File: src/inc/serial_rx_pkg.sv
// ==========================================================================
// Shared constants and types of the serial receive error flag block.
package serial_rx_pkg;

  // ==========================================================================
  // Register byte offsets on the APB.
  localparam logic [4:0] ADDR_DATA   = 5'h00;
  localparam int         IDX_STATUS  = 3;     // Status sits at word index three.
  localparam logic [4:0] ADDR_STATUS = 5'(4 * IDX_STATUS);
  localparam logic [4:0] ADDR_BAUD   = 5'h08;
  localparam logic [4:0] ADDR_LEVEL  = 5'h04;
  localparam logic [4:0] ADDR_INT_ST = 5'h10;
  localparam logic [4:0] ADDR_INT_CL = 5'h14;
  localparam logic [4:0] ADDR_INT_EN = 5'h18;

  // ==========================================================================
  // Status register field positions.
  localparam int STAT_WM_FULL = 13;
  localparam int STAT_OR      = 11;
  localparam int STAT_NOISE   = 10;
  localparam int STAT_STOP    = 9;

  // Interrupt status field positions.
  localparam int INT_RX    = 0;
  localparam int INT_OR    = 1;
  localparam int INT_NOISE = 2;
  localparam int INT_STOP  = 3;
  localparam int INT_W     = 4;

  // Level register field positions.
  localparam int LVL_WM_LSB  = 0;
  localparam int LVL_CNT_LSB = 8;

  // ==========================================================================
  // Sizes, reset values and oversampling points.
  localparam int FIFO_DEPTH = 4;
  localparam int FIFO_AW    = 2;
  localparam int FIFO_CW    = 3;
  localparam logic [15:0] BAUD_RESET = 16'h0015;
  localparam logic [2:0]  WM_RESET   = 3'h0;
  localparam logic [3:0]  PHASE_A    = 4'h7;
  localparam logic [3:0]  PHASE_B    = 4'h8;
  localparam logic [3:0]  PHASE_C    = 4'h9;
  localparam logic [3:0]  PHASE_END  = 4'hf;
  localparam logic [2:0]  LAST_BIT   = 3'h7;

  // One received frame as it leaves the shift register.
  typedef struct packed {
    logic [7:0] data;
    logic       noise;
    logic       stop_bad;
  } rx_frame_t;

endpackage : serial_rx_pkg

File: src/rtl/rx_fifo.sv
`timescale 1ns/100ps
`default_nettype none
// ==========================================================================
// Receive word store; a push while full is never issued by the owner.
module rx_fifo
  import serial_rx_pkg::*;
(
  // Clock and reset.
  input  wire logic               pclk,
  input  wire logic               presetn,
  // Write and read strobes.
  input  wire logic               push,
  input  wire logic [7:0]         wdata,
  input  wire logic               pop,
  // State.
  output logic      [7:0]         head,
  output logic      [FIFO_CW-1:0] count
);

  logic [7:0]         mem [FIFO_DEPTH];
  logic [FIFO_AW-1:0] wptr;
  logic [FIFO_AW-1:0] rptr;
  logic               do_push;
  logic               do_pop;

  assign do_push = push && (count != FIFO_CW'(FIFO_DEPTH));
  assign do_pop  = pop && (count != '0);
  assign head    = mem[rptr];

  // Storage array.
  always_ff @(posedge pclk) begin
    if (do_push) begin
      mem[wptr] <= wdata;
    end
  end

  // Pointers and word count.
  always_ff @(posedge pclk or negedge presetn) begin
    if (!presetn) begin
      wptr  <= '0;
      rptr  <= '0;
      count <= '0;
    end else begin
      if (do_push) begin
        wptr <= wptr + 1'b1;
      end
      if (do_pop) begin
        rptr <= rptr + 1'b1;
      end
      count <= count + FIFO_CW'(do_push) - FIFO_CW'(do_pop);
    end
  end

endmodule : rx_fifo
`default_nettype wire

File: src/rtl/rx_frame.sv
`timescale 1ns/100ps
`default_nettype none
// ==========================================================================
// Receive shift register: 8N1 frames, 16x oversampling, majority vote.
module rx_frame
  import serial_rx_pkg::*;
(
  // Clock and reset.
  input  wire logic      pclk,
  input  wire logic      presetn,
  // Oversampling enable and synchronised line.
  input  wire logic      tick,
  input  wire logic      rxd,
  // Completed frame.
  output logic           done,
  output rx_frame_t      frame
);

  typedef enum logic [1:0] {
    RX_IDLE  = 2'b00,
    RX_START = 2'b01,
    RX_DATA  = 2'b10,
    RX_STOP  = 2'b11
  } rx_state_t;

  rx_state_t  state;
  logic [3:0] phase;
  logic [2:0] samples;
  logic [2:0] bitcnt;
  logic [7:0] shift;
  logic       noise_acc;
  logic       vote;
  logic       noisy;

  // Majority of three samples; any disagreement counts as noise.
  assign vote  = (samples[0] & samples[1]) | (samples[1] & samples[2]) |
                 (samples[0] & samples[2]);
  assign noisy = (samples != 3'h0) && (samples != 3'h7);

  // Bit timing and frame assembly.
  always_ff @(posedge pclk or negedge presetn) begin
    if (!presetn) begin
      state     <= RX_IDLE;
      phase     <= 4'h0;
      samples   <= 3'h7;
      bitcnt    <= 3'h0;
      shift     <= 8'h00;
      noise_acc <= 1'b0;
      done      <= 1'b0;
      frame     <= '0;
    end else begin
      done <= 1'b0;
      if (tick) begin
        phase <= phase + 4'h1;
        if (phase == PHASE_A || phase == PHASE_B || phase == PHASE_C) begin
          samples <= {samples[1:0], rxd};
        end
        unique case (state)
          RX_IDLE: begin
            phase <= 4'h0;
            if (!rxd) begin
              state <= RX_START;
            end
          end
          RX_START: begin
            if (phase == PHASE_END) begin
              state     <= vote ? RX_IDLE : RX_DATA;
              noise_acc <= noisy;
              bitcnt    <= 3'h0;
            end
          end
          RX_DATA: begin
            if (phase == PHASE_END) begin
              shift     <= {vote, shift[7:1]};
              noise_acc <= noise_acc | noisy;
              bitcnt    <= bitcnt + 3'h1;
              if (bitcnt == LAST_BIT) begin
                state <= RX_STOP;
              end
            end
          end
          RX_STOP: begin
            if (phase == PHASE_END) begin
              done  <= 1'b1;
              frame <= '{data: shift, noise: noise_acc | noisy, stop_bad: ~vote};
              state <= RX_IDLE;
            end
          end
        endcase
      end
    end
  end

endmodule : rx_frame
`default_nettype wire

File: src/rtl/serial_rx_error_flags.sv
// Local design decisions: the APB slave port and the register offsets.
`timescale 1ns/100ps
`default_nettype none
// ==========================================================================
// Serial receiver with overrun, noise and framing flags behind an APB slave.

// Behaviour
// - A frame completing while the receive store is full sets the overrun flag, bit 11.
// - On overrun the new frame is dropped and stored words stay untouched.
// - Overrun clears when a status read saw it set and a status write follows.
// - While overrun is set, arriving frames are ignored and set no other flag.
// - Noise sets bit 10 at the edge that stores the word, never on an overrun frame.
// - Noise clears when a status read saw it set and a status write follows.
// - A zero stop bit sets bit 9 at the edge that stores the word, never on overrun.
// - Framing error clears when a status read saw it set and a status write follows.
// - Data-full, bit 13, is high while the stored word count exceeds the watermark.
module serial_rx_error_flags
  import serial_rx_pkg::*;
(
  // Clock and reset.
  input  wire logic        pclk,
  input  wire logic        presetn,
  // APB slave.
  input  wire logic        psel,
  input  wire logic        penable,
  input  wire logic        pwrite,
  input  wire logic [4:0]  paddr,
  input  wire logic [31:0] pwdata,
  output logic      [31:0] prdata,
  output logic             pready,
  output logic             pslverr,
  // Serial receive pin.
  input  wire logic        rxd_pin,
  // Interrupt.
  output logic             irq
);

  // ==========================================================================
  // Address decoding.

  // True when the address selects the given register.
  function automatic logic hit(input logic [4:0] addr, input logic [4:0] offs);
    hit = (addr == offs);
  endfunction : hit

  // True when the address selects any mapped register.
  function automatic logic mapped(input logic [4:0] addr);
    mapped = hit(addr, ADDR_DATA) || hit(addr, ADDR_STATUS) ||
             hit(addr, ADDR_BAUD) || hit(addr, ADDR_LEVEL) ||
             hit(addr, ADDR_INT_ST) || hit(addr, ADDR_INT_CL) ||
             hit(addr, ADDR_INT_EN);
  endfunction : mapped

  // ==========================================================================
  // Declarations.

  logic               rxd_meta;
  logic               rxd_sync;
  logic [15:0]        baud_div;
  logic [15:0]        baud_cnt;
  logic               tick;
  logic               frame_done;
  rx_frame_t          frame;
  logic               push;
  logic               pop;
  logic [7:0]         fifo_head;
  logic [FIFO_CW-1:0] fifo_count;
  logic [FIFO_CW-1:0] watermark;
  logic               fifo_full;
  logic               rx_watermark_full_flag;
  logic               wm_full_q;
  logic               flag_or;
  logic               line_noise_flag;
  logic               bad_stop_bit_flag;
  logic               arm_or;
  logic               arm_noise;
  logic               arm_stop;
  logic               set_or;
  logic               set_noise;
  logic               set_stop;
  logic               accepted;
  logic               overrun;
  logic               access;
  logic               done_xfer;
  logic               wr_done;
  logic               rd_done;
  logic               stat_wr;
  logic [15:0]        status;
  logic [INT_W-1:0]   int_status;
  logic [INT_W-1:0]   int_enable;
  logic [INT_W-1:0]   int_events;
  logic [INT_W-1:0]   int_clear;
  logic [31:0]        next_rdata;

  // ==========================================================================
  // Line synchroniser and baud enable.

  // Two flip-flops bring the pin into the clock domain; idle line is high.
  always_ff @(posedge pclk or negedge presetn) begin
    if (!presetn) begin
      rxd_meta <= 1'b1;
      rxd_sync <= 1'b1;
    end else begin
      rxd_meta <= rxd_pin;
      rxd_sync <= rxd_meta;
    end
  end

  // Divider gives one enable pulse per oversampling slot.
  always_ff @(posedge pclk or negedge presetn) begin
    if (!presetn) begin
      baud_cnt <= 16'h0000;
      tick     <= 1'b0;
    end else if (baud_cnt >= baud_div) begin
      baud_cnt <= 16'h0000;
      tick     <= 1'b1;
    end else begin
      baud_cnt <= baud_cnt + 16'h0001;
      tick     <= 1'b0;
    end
  end

  // ==========================================================================
  // Receive path.

  rx_frame u_rx_frame (
    .pclk    (pclk),
    .presetn (presetn),
    .tick    (tick),
    .rxd     (rxd_sync),
    .done    (frame_done),
    .frame   (frame)
  );

  // A frame is stored only when there is room and no overrun is pending.
  assign fifo_full = (fifo_count == FIFO_CW'(FIFO_DEPTH));
  assign accepted  = frame_done && !flag_or && !fifo_full;
  assign overrun   = frame_done && !flag_or && fifo_full;
  assign push      = accepted;

  rx_fifo u_rx_fifo (
    .pclk    (pclk),
    .presetn (presetn),
    .push    (push),
    .wdata   (frame.data),
    .pop     (pop),
    .head    (fifo_head),
    .count   (fifo_count)
  );

  // Data-full follows the word count against the watermark.
  assign rx_watermark_full_flag = (fifo_count > watermark);

  // ==========================================================================
  // Error flag setting.

  // Noise and framing sets act at the edge that pushes the word, so those flags and
  // the word count change in the same cycle.
  assign set_or    = overrun;
  assign set_noise = accepted && frame.noise;
  assign set_stop  = accepted && frame.stop_bad;

  // ==========================================================================
  // APB transfer control.

  assign access    = psel && penable;
  assign done_xfer = access && pready;
  assign wr_done   = done_xfer && pwrite;
  assign rd_done   = done_xfer && !pwrite;
  assign stat_wr   = wr_done && hit(paddr, ADDR_STATUS) && !pslverr;
  assign pop       = rd_done && hit(paddr, ADDR_DATA);

  // Ready rises one cycle into the access phase and falls after the edge.
  always_ff @(posedge pclk or negedge presetn) begin
    if (!presetn) begin
      pready  <= 1'b0;
      pslverr <= 1'b0;
    end else begin
      pready  <= access && !pready;
      pslverr <= access && !pready && !mapped(paddr);
    end
  end

  // ==========================================================================
  // Status clearing sequence.

  // A status read arms each error flag it returned as set.
  always_ff @(posedge pclk or negedge presetn) begin
    if (!presetn) begin
      arm_or    <= 1'b0;
      arm_noise <= 1'b0;
      arm_stop  <= 1'b0;
    end else if (rd_done && hit(paddr, ADDR_STATUS)) begin
      arm_or    <= prdata[STAT_OR];
      arm_noise <= prdata[STAT_NOISE];
      arm_stop  <= prdata[STAT_STOP];
    end else if (stat_wr) begin
      arm_or    <= 1'b0;
      arm_noise <= 1'b0;
      arm_stop  <= 1'b0;
    end
  end

  // Overrun flag; a new set in the clearing cycle wins.
  always_ff @(posedge pclk or negedge presetn) begin
    if (!presetn) begin
      flag_or <= 1'b0;
    end else begin
      flag_or <= (flag_or && !(stat_wr && arm_or)) || set_or;
    end
  end

  // Noise flag; a new set in the clearing cycle wins.
  always_ff @(posedge pclk or negedge presetn) begin
    if (!presetn) begin
      line_noise_flag <= 1'b0;
    end else begin
      line_noise_flag <= (line_noise_flag && !(stat_wr && arm_noise))
                         || set_noise;
    end
  end

  // Framing flag; a new set in the clearing cycle wins.
  always_ff @(posedge pclk or negedge presetn) begin
    if (!presetn) begin
      bad_stop_bit_flag <= 1'b0;
    end else begin
      bad_stop_bit_flag <= (bad_stop_bit_flag && !(stat_wr && arm_stop))
                           || set_stop;
    end
  end

  // Status view; reserved bits read as zero.
  always_comb begin
    status               = 16'h0000;
    status[STAT_WM_FULL] = rx_watermark_full_flag;
    status[STAT_OR]      = flag_or;
    status[STAT_NOISE]   = line_noise_flag;
    status[STAT_STOP]    = bad_stop_bit_flag;
  end

  // ==========================================================================
  // Control registers.

  // Baud divisor and watermark are written by software.
  always_ff @(posedge pclk or negedge presetn) begin
    if (!presetn) begin
      baud_div  <= BAUD_RESET;
      watermark <= WM_RESET;
    end else if (wr_done && !pslverr) begin
      if (hit(paddr, ADDR_BAUD)) begin
        baud_div <= pwdata[15:0];
      end
      if (hit(paddr, ADDR_LEVEL)) begin
        watermark <= pwdata[LVL_WM_LSB +: FIFO_CW];
      end
    end
  end

  // ==========================================================================
  // Interrupts.

  // Data-full rising edge and each error set are interrupt events.
  always_ff @(posedge pclk or negedge presetn) begin
    if (!presetn) begin
      wm_full_q <= 1'b0;
    end else begin
      wm_full_q <= rx_watermark_full_flag;
    end
  end

  // Event vector, and the mask of a write to the clear register.
  always_comb begin
    int_events            = '0;
    int_events[INT_RX]    = rx_watermark_full_flag && !wm_full_q;
    int_events[INT_OR]    = set_or;
    int_events[INT_NOISE] = set_noise;
    int_events[INT_STOP]  = set_stop;
    int_clear          = '0;
    if (wr_done && !pslverr && hit(paddr, ADDR_INT_CL)) begin
      int_clear = pwdata[INT_W-1:0];
    end
  end

  // Sticky bits, write-one-to-clear through the clear register; set wins.
  always_ff @(posedge pclk or negedge presetn) begin
    if (!presetn) begin
      int_status <= '0;
    end else begin
      int_status <= (int_status & ~int_clear) | int_events;
    end
  end

  // Enable register.
  always_ff @(posedge pclk or negedge presetn) begin
    if (!presetn) begin
      int_enable <= '0;
    end else if (wr_done && !pslverr && hit(paddr, ADDR_INT_EN)) begin
      int_enable <= pwdata[INT_W-1:0];
    end
  end

  // Level interrupt output.
  always_ff @(posedge pclk or negedge presetn) begin
    if (!presetn) begin
      irq <= 1'b0;
    end else begin
      irq <= |(((int_status & ~int_clear) | int_events) & int_enable);
    end
  end

  // ==========================================================================
  // Read data.

  // Read mux; write-only and unmapped addresses return zero.
  always_comb begin
    next_rdata = 32'h0000_0000;
    if (hit(paddr, ADDR_DATA)) begin
      next_rdata[7:0] = fifo_head;
    end
    if (hit(paddr, ADDR_STATUS)) begin
      next_rdata[15:0] = status;
    end
    if (hit(paddr, ADDR_BAUD)) begin
      next_rdata[15:0] = baud_div;
    end
    if (hit(paddr, ADDR_LEVEL)) begin
      next_rdata[LVL_WM_LSB +: FIFO_CW]  = watermark;
      next_rdata[LVL_CNT_LSB +: FIFO_CW] = fifo_count;
    end
    if (hit(paddr, ADDR_INT_ST)) begin
      next_rdata[INT_W-1:0] = int_status;
    end
    if (hit(paddr, ADDR_INT_EN)) begin
      next_rdata[INT_W-1:0] = int_enable;
    end
  end

  // Read data is captured as ready rises and held until the next capture.
  always_ff @(posedge pclk or negedge presetn) begin
    if (!presetn) begin
      prdata <= 32'h0000_0000;
    end else if (access && !pready && !pwrite) begin
      prdata <= next_rdata;
    end
  end

endmodule : serial_rx_error_flags
`default_nettype wire

File: config.mk
export PLATFORM = sky130hd
export DESIGN_NAME = serial_rx_error_flags
export DESIGN_NICKNAME = d
export VERILOG_FILES = /design/src/inc/serial_rx_pkg.sv /design/src/rtl/rx_fifo.sv /design/src/rtl/rx_frame.sv /design/src/rtl/serial_rx_error_flags.sv
export SDC_FILE = /design/constraint.sdc
export NUM_CORES = 1
export LEC_CHECK = 0
export ABC_AREA = 1
export BUFFER_PORTS_ARGS = -buffer_cell sky130_fd_sc_hd__buf_2
export CAP_MARGIN = 20
export CORE_MARGIN = 8
export CORE_UTILIZATION = 55
export CTS_BUF_LIST = sky130_fd_sc_hd__clkbuf_4 sky130_fd_sc_hd__clkbuf_8 sky130_fd_sc_hd__clkbuf_16
export CTS_CLUSTER_SIZE = 25
export DETAILED_ROUTE_END_ITERATION = 7
export GPL_ROUTABILITY_DRIVEN = 0
export GPL_TIMING_DRIVEN = 1
export PLACE_DENSITY = 0.76
export SKIP_LAST_GASP = 1
export SLEW_MARGIN = 10
export SYNTH_ARGS = -nofsm -noshare
export SYNTH_HDL_FRONTEND = slang
export SYNTH_SLANG_ARGS = --single-unit
File: constraint.sdc
create_clock -name pclk -period 3.83 [get_ports pclk]
set_input_delay 0.5745 -clock pclk [delete_from_list [all_inputs] [get_ports pclk]]
set_output_delay 0.5745 -clock pclk [all_outputs]
set_load 0.03 [all_outputs]
==> results_tabular.tex, run 1 <==
\begin{tabular}{lr}
\hline
Metric & Value \\
\hline
\multicolumn{2}{l}{\textbf{Placement}} \\
Post-Place Cell Area & 7060 um2 \\
Dpl hpwl & 10400 um \\
I/O Buffers & 45 \\
\multicolumn{2}{l}{\textbf{Cells and area}} \\
Synthesis-to-layout area growth & 13.6\% \\
Post-layout nets & 847 \\
Summed area of non-filler cells in the final layout & 7690 um2 \\
\# fillers & 971 \\
Area used by multi-input combinational logic & 2530 um2 \\
Share of post-route cells with drive strength above 1 & 14.8\% \\
Register area & 3750 um2 \\
Antenna diode instance count & 0 \\
Final core occ & 64.0\% \\
\multicolumn{2}{l}{\textbf{Die}} \\
Die area & 16100 um2 \\
Standard-cell rows & 40 \\
Die width & 127 um \\
Die Height & 127 um \\
Core area & 12000 um2 \\
Starting utilization of the core area & 56.4\% \\
Io pins & 78 \\
\multicolumn{2}{l}{\textbf{Setup path}} \\
Data arrival, critical path & 2.17 ns \\
CP cell instances & inv\_1 -> nand2\_1 -> o21a\_1 -> inv\_1 -> nor2\_1 \\
Top fanout value on the critical path & 8 \\
Largest stage delay on the critical path & 0.65 ns \\
Cell at the slowest stage of the critical path & nor2\_1 \\
Critical Path Sink Type & flip-flop \\
Cell family with most CP delay & simple AND/OR/NAND/NOR gates \\
Category of the critical setup timing path & flip-flop to flip-flop \\
Data required time of the critical path & 3.88 ns \\
Register-to-register setup slack & 1.71 ns \\
Startpoint kind of the worst setup timing path & flip-flop \\
Total buffers and inverters traversed by the critical path & 2 \\
CP most frequent cell & inv\_1 \\
\multicolumn{2}{l}{\textbf{Synthesis}} \\
Cell count after synthesis & 721 \\
Number of unique standard cell types used by synthesis & 39 \\
Synth warnings & 0 \\
Cell type contributing the most total cell area after synthesis & dfrtp\_1 \\
Sequential cell area fraction in the yosys report & 55.3\% \\
Synthesis-stage register bit count & 143 \\
Leading cell type by number of instances after synthesis & nand2\_1 \\
Area fraction of the dominant cell type after synthesis & 38.1\% \\
Mean post-synth cell area & 9.39 um2 \\
Leading post-synthesis cells by cell area & dfrtp\_1, edfxtp\_1, nand2\_1, ha\_1, nor2\_1 \\
Post-synth top cells & nand2\_1, dfrtp\_1, nor2\_1 \\
Post-Syn Area & 6770 um2 \\
Number of enable flip-flop cells after synthesis & 32 \\
Share of flip-flops with an asynchronous set or reset after synthesis & 77.6\% \\
Main flop type after synthesis & dfrtp\_1 \\
\multicolumn{2}{l}{\textbf{Global routing}} \\
Via count of the first global-routing pass & 5051 \\
First-pass GRT wire length & 24500 um \\
Pin count of the biggest net entering global routing & 66 \\
Sum of overflow across all layers after global routing & 0 \\
Initial antenna violation count & 0 \\
Total global-route track usage & 19.3\% \\
\multicolumn{2}{l}{\textbf{Timing}} \\
Number of setup violations in the final report & 0 \\
Worst Tran Pin Value & 0.846 ns \\
Fmax & 471 MHz \\
Slew headroom & 43.6\% \\
Endpoints failing hold & 0 \\
Final TNS setup & 0 ns \\
Setup Skew & 0.00631 ns \\
RSZ-0062 raised after global routing & no \\
Final cycle utilization of the critical path & 55.4\% \\
Final min period & 2.12 ns \\
Fin. max-slew vios & 0 \\
\multicolumn{2}{l}{\textbf{Drt}} \\
Vias per Instance & 5.45 \\
Drt pass-1 iters & 5 \\
Number of vias in the routed layout & 5075 \\
Drt total wl & 14800 um \\
DRC violations left & 0 \\
DRC violation total after the first TritonRoute iteration & 425 \\
Average detailed-routed wire length per instance & 15.9 um \\
Final ANT Viol Nets & 0 \\
\multicolumn{2}{l}{\textbf{CTS}} \\
Clock transition at the register clock pins on the worst setup and hold paths after CTS & 0.06 ns \\
Total clock sinks & 143 \\
CTS Root Cell & clkbuf\_16 \\
Number of clock buffers inserted by TritonCTS & 17 \\
Clock latency reported for the late side of the worst-skew pair & 0.42 ns \\
TritonCTS clock tree & built \\
Hold buffers post-CTS & 0 \\
Count of instances resized after the clock tree is built & 0 \\
Setup bufs post-CTS & 0 \\
Maximum clock path buffer count & 2 \\
Count of H-tree levels built during CTS & 4 \\
\multicolumn{2}{l}{\textbf{Job}} \\
Number of maximum-capacitance violations & 0 \\
\multicolumn{2}{l}{\textbf{Power and ir drop}} \\
Final total power & 3.52 mW \\
Worst vdd rail ir drop & 243 uV \\
Areal power density over the cells & 458 nW/um2 \\
Pleak & 3.59 nW \\
\multicolumn{2}{l}{\textbf{Hold path}} \\
Worst min path class & primary input to flip-flop \\
\multicolumn{2}{l}{\textbf{Run status}} \\
Outcome & completed \\
\hline
\end{tabular}
==> per-stage QoR <==
step                worst slack (ns)  hold slack (ns)  instances
finish                          1.71            0.249        932
detailed placement              1.34            0.347        900
floorplan                       1.71            0.279        736
global route                    1.50            0.231        932
CTS                             1.71            0.234        932
global placement                1.40            0.346        900
==> layout by cell type (no fill, tap or decap), drive strengths merged, types with 7 or more instances in the layout <==
| master | netlist | routed |
|---|---|---|
| nor3 | 9 | 9 |
| xor2 | 12 | 12 |
| dfstp | 8 | 8 |
| buf | 25 | 46 |
| o21ai | 73 | 73 |
| nand3 | 25 | 25 |
| inv | 93 | 95 |
| xnor2 | 7 | 7 |
| o211ai | 9 | 9 |
| ha | 31 | 31 |
| a21oi | 30 | 30 |
| nor2 | 88 | 88 |
| dfrtp | 103 | 103 |
| nand2 | 138 | 138 |
| clkbuf | 4 | 18 |
| nand4 | 11 | 11 |
| conb | 1 | 16 |
| edfxtp | 32 | 32 |
==> metal layers <==
| layer | GRT usage [%] | share of wire (%) | up-vias |
|---|---|---|---|
| li1 | - | - | 2433 |
| met1 | 23.2 | 42 | 2455 |
| met2 | 31.4 | 49 | 153 |
| met3 | 5.74 | 6.3 | 34 |
| met4 | 9.17 | 2.8 | 0 |
| met5 | 0 | 0 | - |
==> flip-flops by register name, summed over array words and instances (netlist names), 3 cells and up, named ones only <==
| register | cells |
|---|---|
| u_rx_frame.phase | 4 |
| prdata | 16 |
| u_rx_frame.frame | 10 |
| baud_div | 16 |
| u_rx_fifo.count | 3 |
| baud_cnt | 16 |
| watermark | 3 |
| int_status | 4 |
| u_rx_fifo.mem | 32 |
| u_rx_frame.samples | 3 |
| u_rx_frame.bitcnt | 3 |
| u_rx_frame.shift | 8 |
| int_enable | 4 |
==> power by group <==
part / internal (mW) / leakage [nW] / total (mW) / switching, mW
combinational: 0.0474 / 1.70 / 0.185 / 0.137
clock: 1.11 / 0.302 / 1.74 / 0.632
sequential: 1.58 / 1.59 / 1.60 / 0.0194
==> final cells by class <==
| cell class | count | area share [%] |
|---|---|---|
| timing repair buffer | 46 | 3.22 |
| inverter | 93 | 4.60 |
| clock buffer | 18 | 5.71 |
| clock inverter | 14 | 2.46 |
| tap | 147 | 2.39 |
| sequential | 143 | 48.7 |
| multi-input combinational | 471 | 32.9 |
==> final timing paths <==
kind                                         start                  end  depth (start not counted)
min in group asynchronous                  presetn            prdata[3]                          1
worst min-delay path                       rxd_pin             rxd_meta                          1
worst max register to register  u_rx_fifo.count[1]  u_rx_fifo.mem[2][3]                          5
worst max-delay path            u_rx_fifo.count[1]  u_rx_fifo.mem[2][3]                          5
worst min register to register            rxd_meta             rxd_sync                          0
max in group asynchronous                  presetn          baud_div[4]                          2
==> logic make-up after synthesis <==
family | share of synthesized area, %
AOI/OAI and AO/OA | 10.9
xor gates and xnor gates | 2.46
adders and majority gates | 6.02
buffers and inverters | 8.15
DFF | 55.3
other | 0.0554
and+or+nand+nor | 17.1
(Power assumes the default switching activity.)
==> run 2: changes to the inputs <==
clock period = 2.1 ns   (was 3.83 ns; I/O delays follow)
==> results_tabular.tex, run 2 (same netlist as run 1, synthesis figures left out) <==
\begin{tabular}{lr}
\hline
Metric & Value \\
\hline
\multicolumn{2}{l}{\textbf{Run status}} \\
Outcome & completed \\
\multicolumn{2}{l}{\textbf{Cells and area}} \\
Commonest non-fill, non-tap cell in the layout & nand2\_1 \\
Most used cells in the layout excluding fill and tap cells & nand2\_1, dfrtp\_1, nor2\_1, inv\_1, buf\_2 \\
Summed area of non-filler cells in the final layout & 7860 um2 \\
Share of post-route cells with drive strength above 1 & 16.5\% \\
Largest register by flop count & u\_rx\_fifo.mem \\
Post-layout nets & 864 \\
Number of flip-flops under the largest register name & 32 \\
Synthesis-to-layout area growth & 16.0\% \\
Antenna diode instance count & 0 \\
\multicolumn{2}{l}{\textbf{CTS}} \\
Clock transition at the register clock pins on the worst setup and hold paths after CTS & 0.06 ns \\
Maximum clock path buffer count & 2 \\
Number of clock buffers inserted by TritonCTS & 17 \\
Count of H-tree levels built during CTS & 4 \\
CTS Root Cell & clkbuf\_16 \\
Clock latency reported for the late side of the worst-skew pair & 0.42 ns \\
TritonCTS clock tree & built \\
Total clock sinks & 143 \\
\multicolumn{2}{l}{\textbf{Job}} \\
Number of maximum-capacitance violations & 0 \\
\multicolumn{2}{l}{\textbf{Timing}} \\
Final min period & 1.91 ns \\
Hold WS & 0.144 ns \\
Endpoints failing hold & 0 \\
Setup Skew & 0.00688 ns \\
Number of setup violations in the final report & 0 \\
Worst Tran Pin Value & 0.586 ns \\
Final TNS setup & 0 ns \\
Fin. max-slew vios & 0 \\
RSZ-0062 raised after global routing & no \\
Final cycle utilization of the critical path & 91.1\% \\
Fmax & 523 MHz \\
Slew headroom & 60.9\% \\
\multicolumn{2}{l}{\textbf{Setup path}} \\
Cell family with most CP delay & adder cells \\
Startpoint kind of the worst setup timing path & flip-flop \\
Cell at the slowest stage of the critical path & dfrtp\_1 \\
CP cell instances & nand4\_1 -> nor3\_2 -> ha\_1 -> inv\_1 -> ha\_1 -> inv\_1 -> fa\_1 -> xnor2\_1 \\
Total buffers and inverters traversed by the critical path & 2 \\
Data arrival, critical path & 2.25 ns \\
Category of the critical setup timing path & flip-flop to flip-flop \\
Data required time of the critical path & 2.44 ns \\
Top fanout value on the critical path & 4 \\
Critical Path Sink Type & flip-flop \\
Largest stage delay on the critical path & 0.39 ns \\
\multicolumn{2}{l}{\textbf{Drt}} \\
DRC violations left & 0 \\
Final ANT Viol Nets & 0 \\
Average detailed-routed wire length per instance & 15.5 um \\
Number of vias in the routed layout & 5086 \\
Drt total wl & 14700 um \\
Vias per Instance & 5.36 \\
DRC violation total after the first TritonRoute iteration & 463 \\
Drt pass-1 iters & 5 \\
\multicolumn{2}{l}{\textbf{Global routing}} \\
Initial antenna violation count & 0 \\
First-pass GRT wire length & 24200 um \\
Pin count of the biggest net entering global routing & 42 \\
Via count of the first global-routing pass & 5069 \\
Total global-route track usage & 19.0\% \\
Sum of overflow across all layers after global routing & 0 \\
\multicolumn{2}{l}{\textbf{Power and ir drop}} \\
Pleak & 3.69 nW \\
Areal power density over the cells & 831 nW/um2 \\
Worst vdd rail ir drop & 633 uV \\
\multicolumn{2}{l}{\textbf{Hold path}} \\
Worst min path class & primary input to flip-flop \\
\multicolumn{2}{l}{\textbf{Die}} \\
Die width & 127 um \\
Standard-cell rows & 40 \\
Die Height & 127 um \\
Die area & 16100 um2 \\
Io pins & 78 \\
Starting utilization of the core area & 56.4\% \\
Core area & 12000 um2 \\
\multicolumn{2}{l}{\textbf{Placement}} \\
Post-Place Cell Area & 7180 um2 \\
I/O Buffers & 45 \\
Dpl hpwl & 10600 um \\
\hline
\end{tabular}
==> run 2: cell types whose count changed in the layout (fill, tap and decap cells not counted), moves of 2 or more <==
cell / change
buf_4: +14
clkinv_4: +3
dlygate4sd3_1: +2
inv_6: -2
==> run 2: final timing paths <==
check                          start                  to  slack, ns  cells past startpoint
max                           pready  u_rx_fifo.count[2]       0.19                      8
min                        pwdata[4]         baud_div[4]       0.14                      3
max reg2reg                   pready  u_rx_fifo.count[2]       0.19                      8
min reg2reg                 rxd_meta            rxd_sync       0.36                      0
max in group asynchronous    presetn         baud_div[4]       0.96                      3
min in group asynchronous    presetn                 irq       0.44                      2
==> run 2: area by class of cell <==
| type | instances | area [um2] |
|---|---|---|
| Clock inverter | 15 | 219 |
| Fill cell | 952 | 4150 |
| Tap cell | 147 | 184 |
| Multi-Input combinational cell | 471 | 2530 |
| Timing Repair Buffer | 63 | 393 |
| Inverter | 93 | 354 |
| Sequential cell | 143 | 3750 |
| Clock buffer | 17 | 425 |
==> run 2: per-layer routing <==
| layer | track usage [%] | wire length, um | vias to the layer above |
|---|---|---|---|
| met5 | 0 | 0 | - |
| met1 | 22.7 | 6240 | 2420 |
| met4 | 6.37 | 248 | 0 |
| met3 | 5.95 | 967 | 22 |
| li1 | - | - | 2469 |
| met2 | 32.0 | 7290 | 175 |
==> run 2: worst min-delay path: stages <==
cell and delay, ns:
buf_2 0.10, nor2_1 0.09, a21oi_1 0.05
==> run 2: repair_timing <==
action	in CTS	in global routing
endpoints found under the hold margin	38	0
gates resized for setup	0	2
endpoints found under the setup margin	0	2
hold buffers	2	0
setup buffers	0	1
==> run 2: power breakdown <==
| part | internal [mW] | leakage, nW | switching, mW | total, mW |
|---|---|---|---|---|
| clock | 2.10 | 0.310 | 1.16 | 3.26 |
| combinational | 0.0962 | 1.79 | 0.257 | 0.354 |
| sequential | 2.89 | 1.59 | 0.0330 | 2.92 |
==> run 2: stage by stage <==
stage	utilization (%)	power [mW]	cells	worst slack, ns
3_3_place_gp	59.8	3.31	914	0.0599
4_1_cts	65.3	6.57	948	0.113
3_5_place_dp	59.8	3.32	914	-0.00687
5_1_grt	65.4	6.74	949	0.0477
6_report	65.4	6.53	949	0.187
2_1_floorplan	-	3.19	736	0.0573
==> run 3: changes to the inputs <==
CORE_MARGIN = 1   (was 8)
clock period = 1.95 ns   (was 2.1 ns; I/O delays follow)
==> results_tabular.tex, run 3 (same netlist as run 1, synthesis figures left out) <==
\begin{tabular}{lr}
\hline
Metric & Value \\
\hline
\multicolumn{2}{l}{\textbf{Run status}} \\
Outcome & completed \\
\multicolumn{2}{l}{\textbf{Drt}} \\
Drt pass-1 iters & 5 \\
Final ANT Viol Nets & 0 \\
Average detailed-routed wire length per instance & 15.2 um \\
Vias per Instance & 5.35 \\
DRC violations left & 0 \\
Drt total wl & 14500 um \\
Number of vias in the routed layout & 5108 \\
DRC violation total after the first TritonRoute iteration & 363 \\
\multicolumn{2}{l}{\textbf{Cells and area}} \\
Most used cells in the layout excluding fill and tap cells & nand2\_1, dfrtp\_1, nor2\_1, inv\_1, buf\_2 \\
Largest register by flop count & u\_rx\_fifo.mem \\
Post-layout nets & 870 \\
Final core occ & 65.1\% \\
Summed area of non-filler cells in the final layout & 7820 um2 \\
Commonest non-fill, non-tap cell in the layout & nand2\_1 \\
Synthesis-to-layout area growth & 15.5\% \\
Number of flip-flops under the largest register name & 32 \\
Share of post-route cells with drive strength above 1 & 17.1\% \\
Antenna diode instance count & 0 \\
\multicolumn{2}{l}{\textbf{Die}} \\
Die area & 12800 um2 \\
Die Height & 113 um \\
Starting utilization of the core area & 56.4\% \\
Standard-cell rows & 40 \\
Die width & 113 um \\
Io pins & 78 \\
Core area & 12000 um2 \\
\multicolumn{2}{l}{\textbf{Timing}} \\
Number of setup violations in the final report & 0 \\
Final min period & 1.93 ns \\
Final cycle utilization of the critical path & 98.9\% \\
Fin worst setup slack & 0.0212 ns \\
Fmax & 518 MHz \\
Endpoints failing hold & 0 \\
Final TNS setup & 0 ns \\
Setup Skew & 0.00782 ns \\
Fin. max-slew vios & 0 \\
\multicolumn{2}{l}{\textbf{Global routing}} \\
Via count of the first global-routing pass & 4961 \\
Sum of overflow across all layers after global routing & 0 \\
First-pass GRT wire length & 23800 um \\
Pin count of the biggest net entering global routing & 63 \\
Total global-route track usage & 24.5\% \\
Initial antenna violation count & 0 \\
\multicolumn{2}{l}{\textbf{Setup path}} \\
Data arrival, critical path & 2.23 ns \\
Startpoint kind of the worst setup timing path & flip-flop \\
Category of the critical setup timing path & flip-flop to flip-flop \\
Data required time of the critical path & 2.25 ns \\
Critical Path Sink Type & flip-flop \\
Top fanout value on the critical path & 4 \\
\multicolumn{2}{l}{\textbf{CTS}} \\
Clock latency reported for the late side of the worst-skew pair & 0.42 ns \\
TritonCTS clock tree & built \\
Count of H-tree levels built during CTS & 4 \\
Maximum clock path buffer count & 2 \\
Number of clock buffers inserted by TritonCTS & 17 \\
Total clock sinks & 143 \\
Clock transition at the register clock pins on the worst setup and hold paths after CTS & 0.06 ns \\
CTS Root Cell & clkbuf\_16 \\
\multicolumn{2}{l}{\textbf{Power and ir drop}} \\
Areal power density over the cells & 843 nW/um2 \\
Share of total power consumed by net switching & 23.4\% \\
Combinational share of power & 5.8\% \\
Cell Int Power & 5.05 mW \\
Net Switching & 1.54 mW \\
Fraction of power consumed by sequential logic & 47.7\% \\
Worst vdd rail ir drop & 638 uV \\
Part of the power in the clock network & 46.5\% \\
Pleak & 3.67 nW \\
\multicolumn{2}{l}{\textbf{Job}} \\
Number of maximum-capacitance violations & 0 \\
\multicolumn{2}{l}{\textbf{Placement}} \\
I/O Buffers & 45 \\
Dpl hpwl & 10300 um \\
Worst setup timing slack at the placement stage & -0.0782 ns \\
Post-Place Cell Area & 7230 um2 \\
\multicolumn{2}{l}{\textbf{Hold path}} \\
Worst min path class & primary input to flip-flop \\
\hline
\end{tabular}
[run 3: path summary, 6_finish.rpt]
kind	cells past startpoint	to	from	slack, ns
min in group asynchronous	2	pslverr	presetn	0.28
max in group asynchronous	3	arm_stop	presetn	0.97
worst min-delay path	3	baud_div[9]	pwdata[9]	0.12
worst max-delay path	8	u_rx_fifo.count[2]	u_rx_fifo.count[0]	0.02
worst max register to register	8	u_rx_fifo.count[2]	u_rx_fifo.count[0]	0.02
worst min register to register	0	rxd_sync	rxd_meta	0.36
[run 3: worst max-delay path, cell delays in order (launching register included)]
cell and delay (ns):
dfrtp_1 0.42, nor3_2 0.27, nor3_2 0.08, ha_1 0.29, inv_1 0.07, ha_1 0.14, inv_1 0.05, fa_1 0.37
xnor2_1 0.13
[run 3: per-layer routing]
metal | track usage (%) | wire, um
met5 | 0 | 0
met4 | 10.4 | 300
met3 | 6.91 | 777
met2 | 40.3 | 7170
met1 | 30.7 | 6230
[run 3: final cells by class]
class / instances / area (um2)
clock inverter: 10 / 91.3
fill: 955 / 4190
clock buffer: 22 / 469
tap: 147 / 184
timing repair buffer: 69 / 438
inverter: 93 / 354
multi-input combinational: 471 / 2530
sequential: 143 / 3750
[run 3: what timing repair did]
item | in CTS | in global routing
endpoints found under the hold margin | 15 | 0
endpoints found under the setup margin | 0 | 2
setup buffers | 0 | 1
hold buffers | 2 | 0
resized for setup | 0 | 1
[run 3: power groups by stage]
stage               registers [mW]  logic (mW)  clock network, mW
finish                        3.15       0.384               3.06
global route                  3.15       0.425               3.22
CTS                           3.14       0.386               3.09
detailed placement            3.20       0.380                  0
global placement              3.20       0.370                  0
floorplan                     3.26       0.175                  0
[run 3: metrics by stage]
| stage | hold slack [ns] | instances | total power, mW |
|---|---|---|---|
| after floorplan | -0.00309 | 736 | 3.43 |
| after global placement | 0.172 | 920 | 3.57 |
| after detailed placement | 0.173 | 920 | 3.58 |
| after CTS | 0.107 | 954 | 6.62 |
| after global routing | 0.108 | 955 | 6.80 |
| final | 0.119 | 955 | 6.59 |
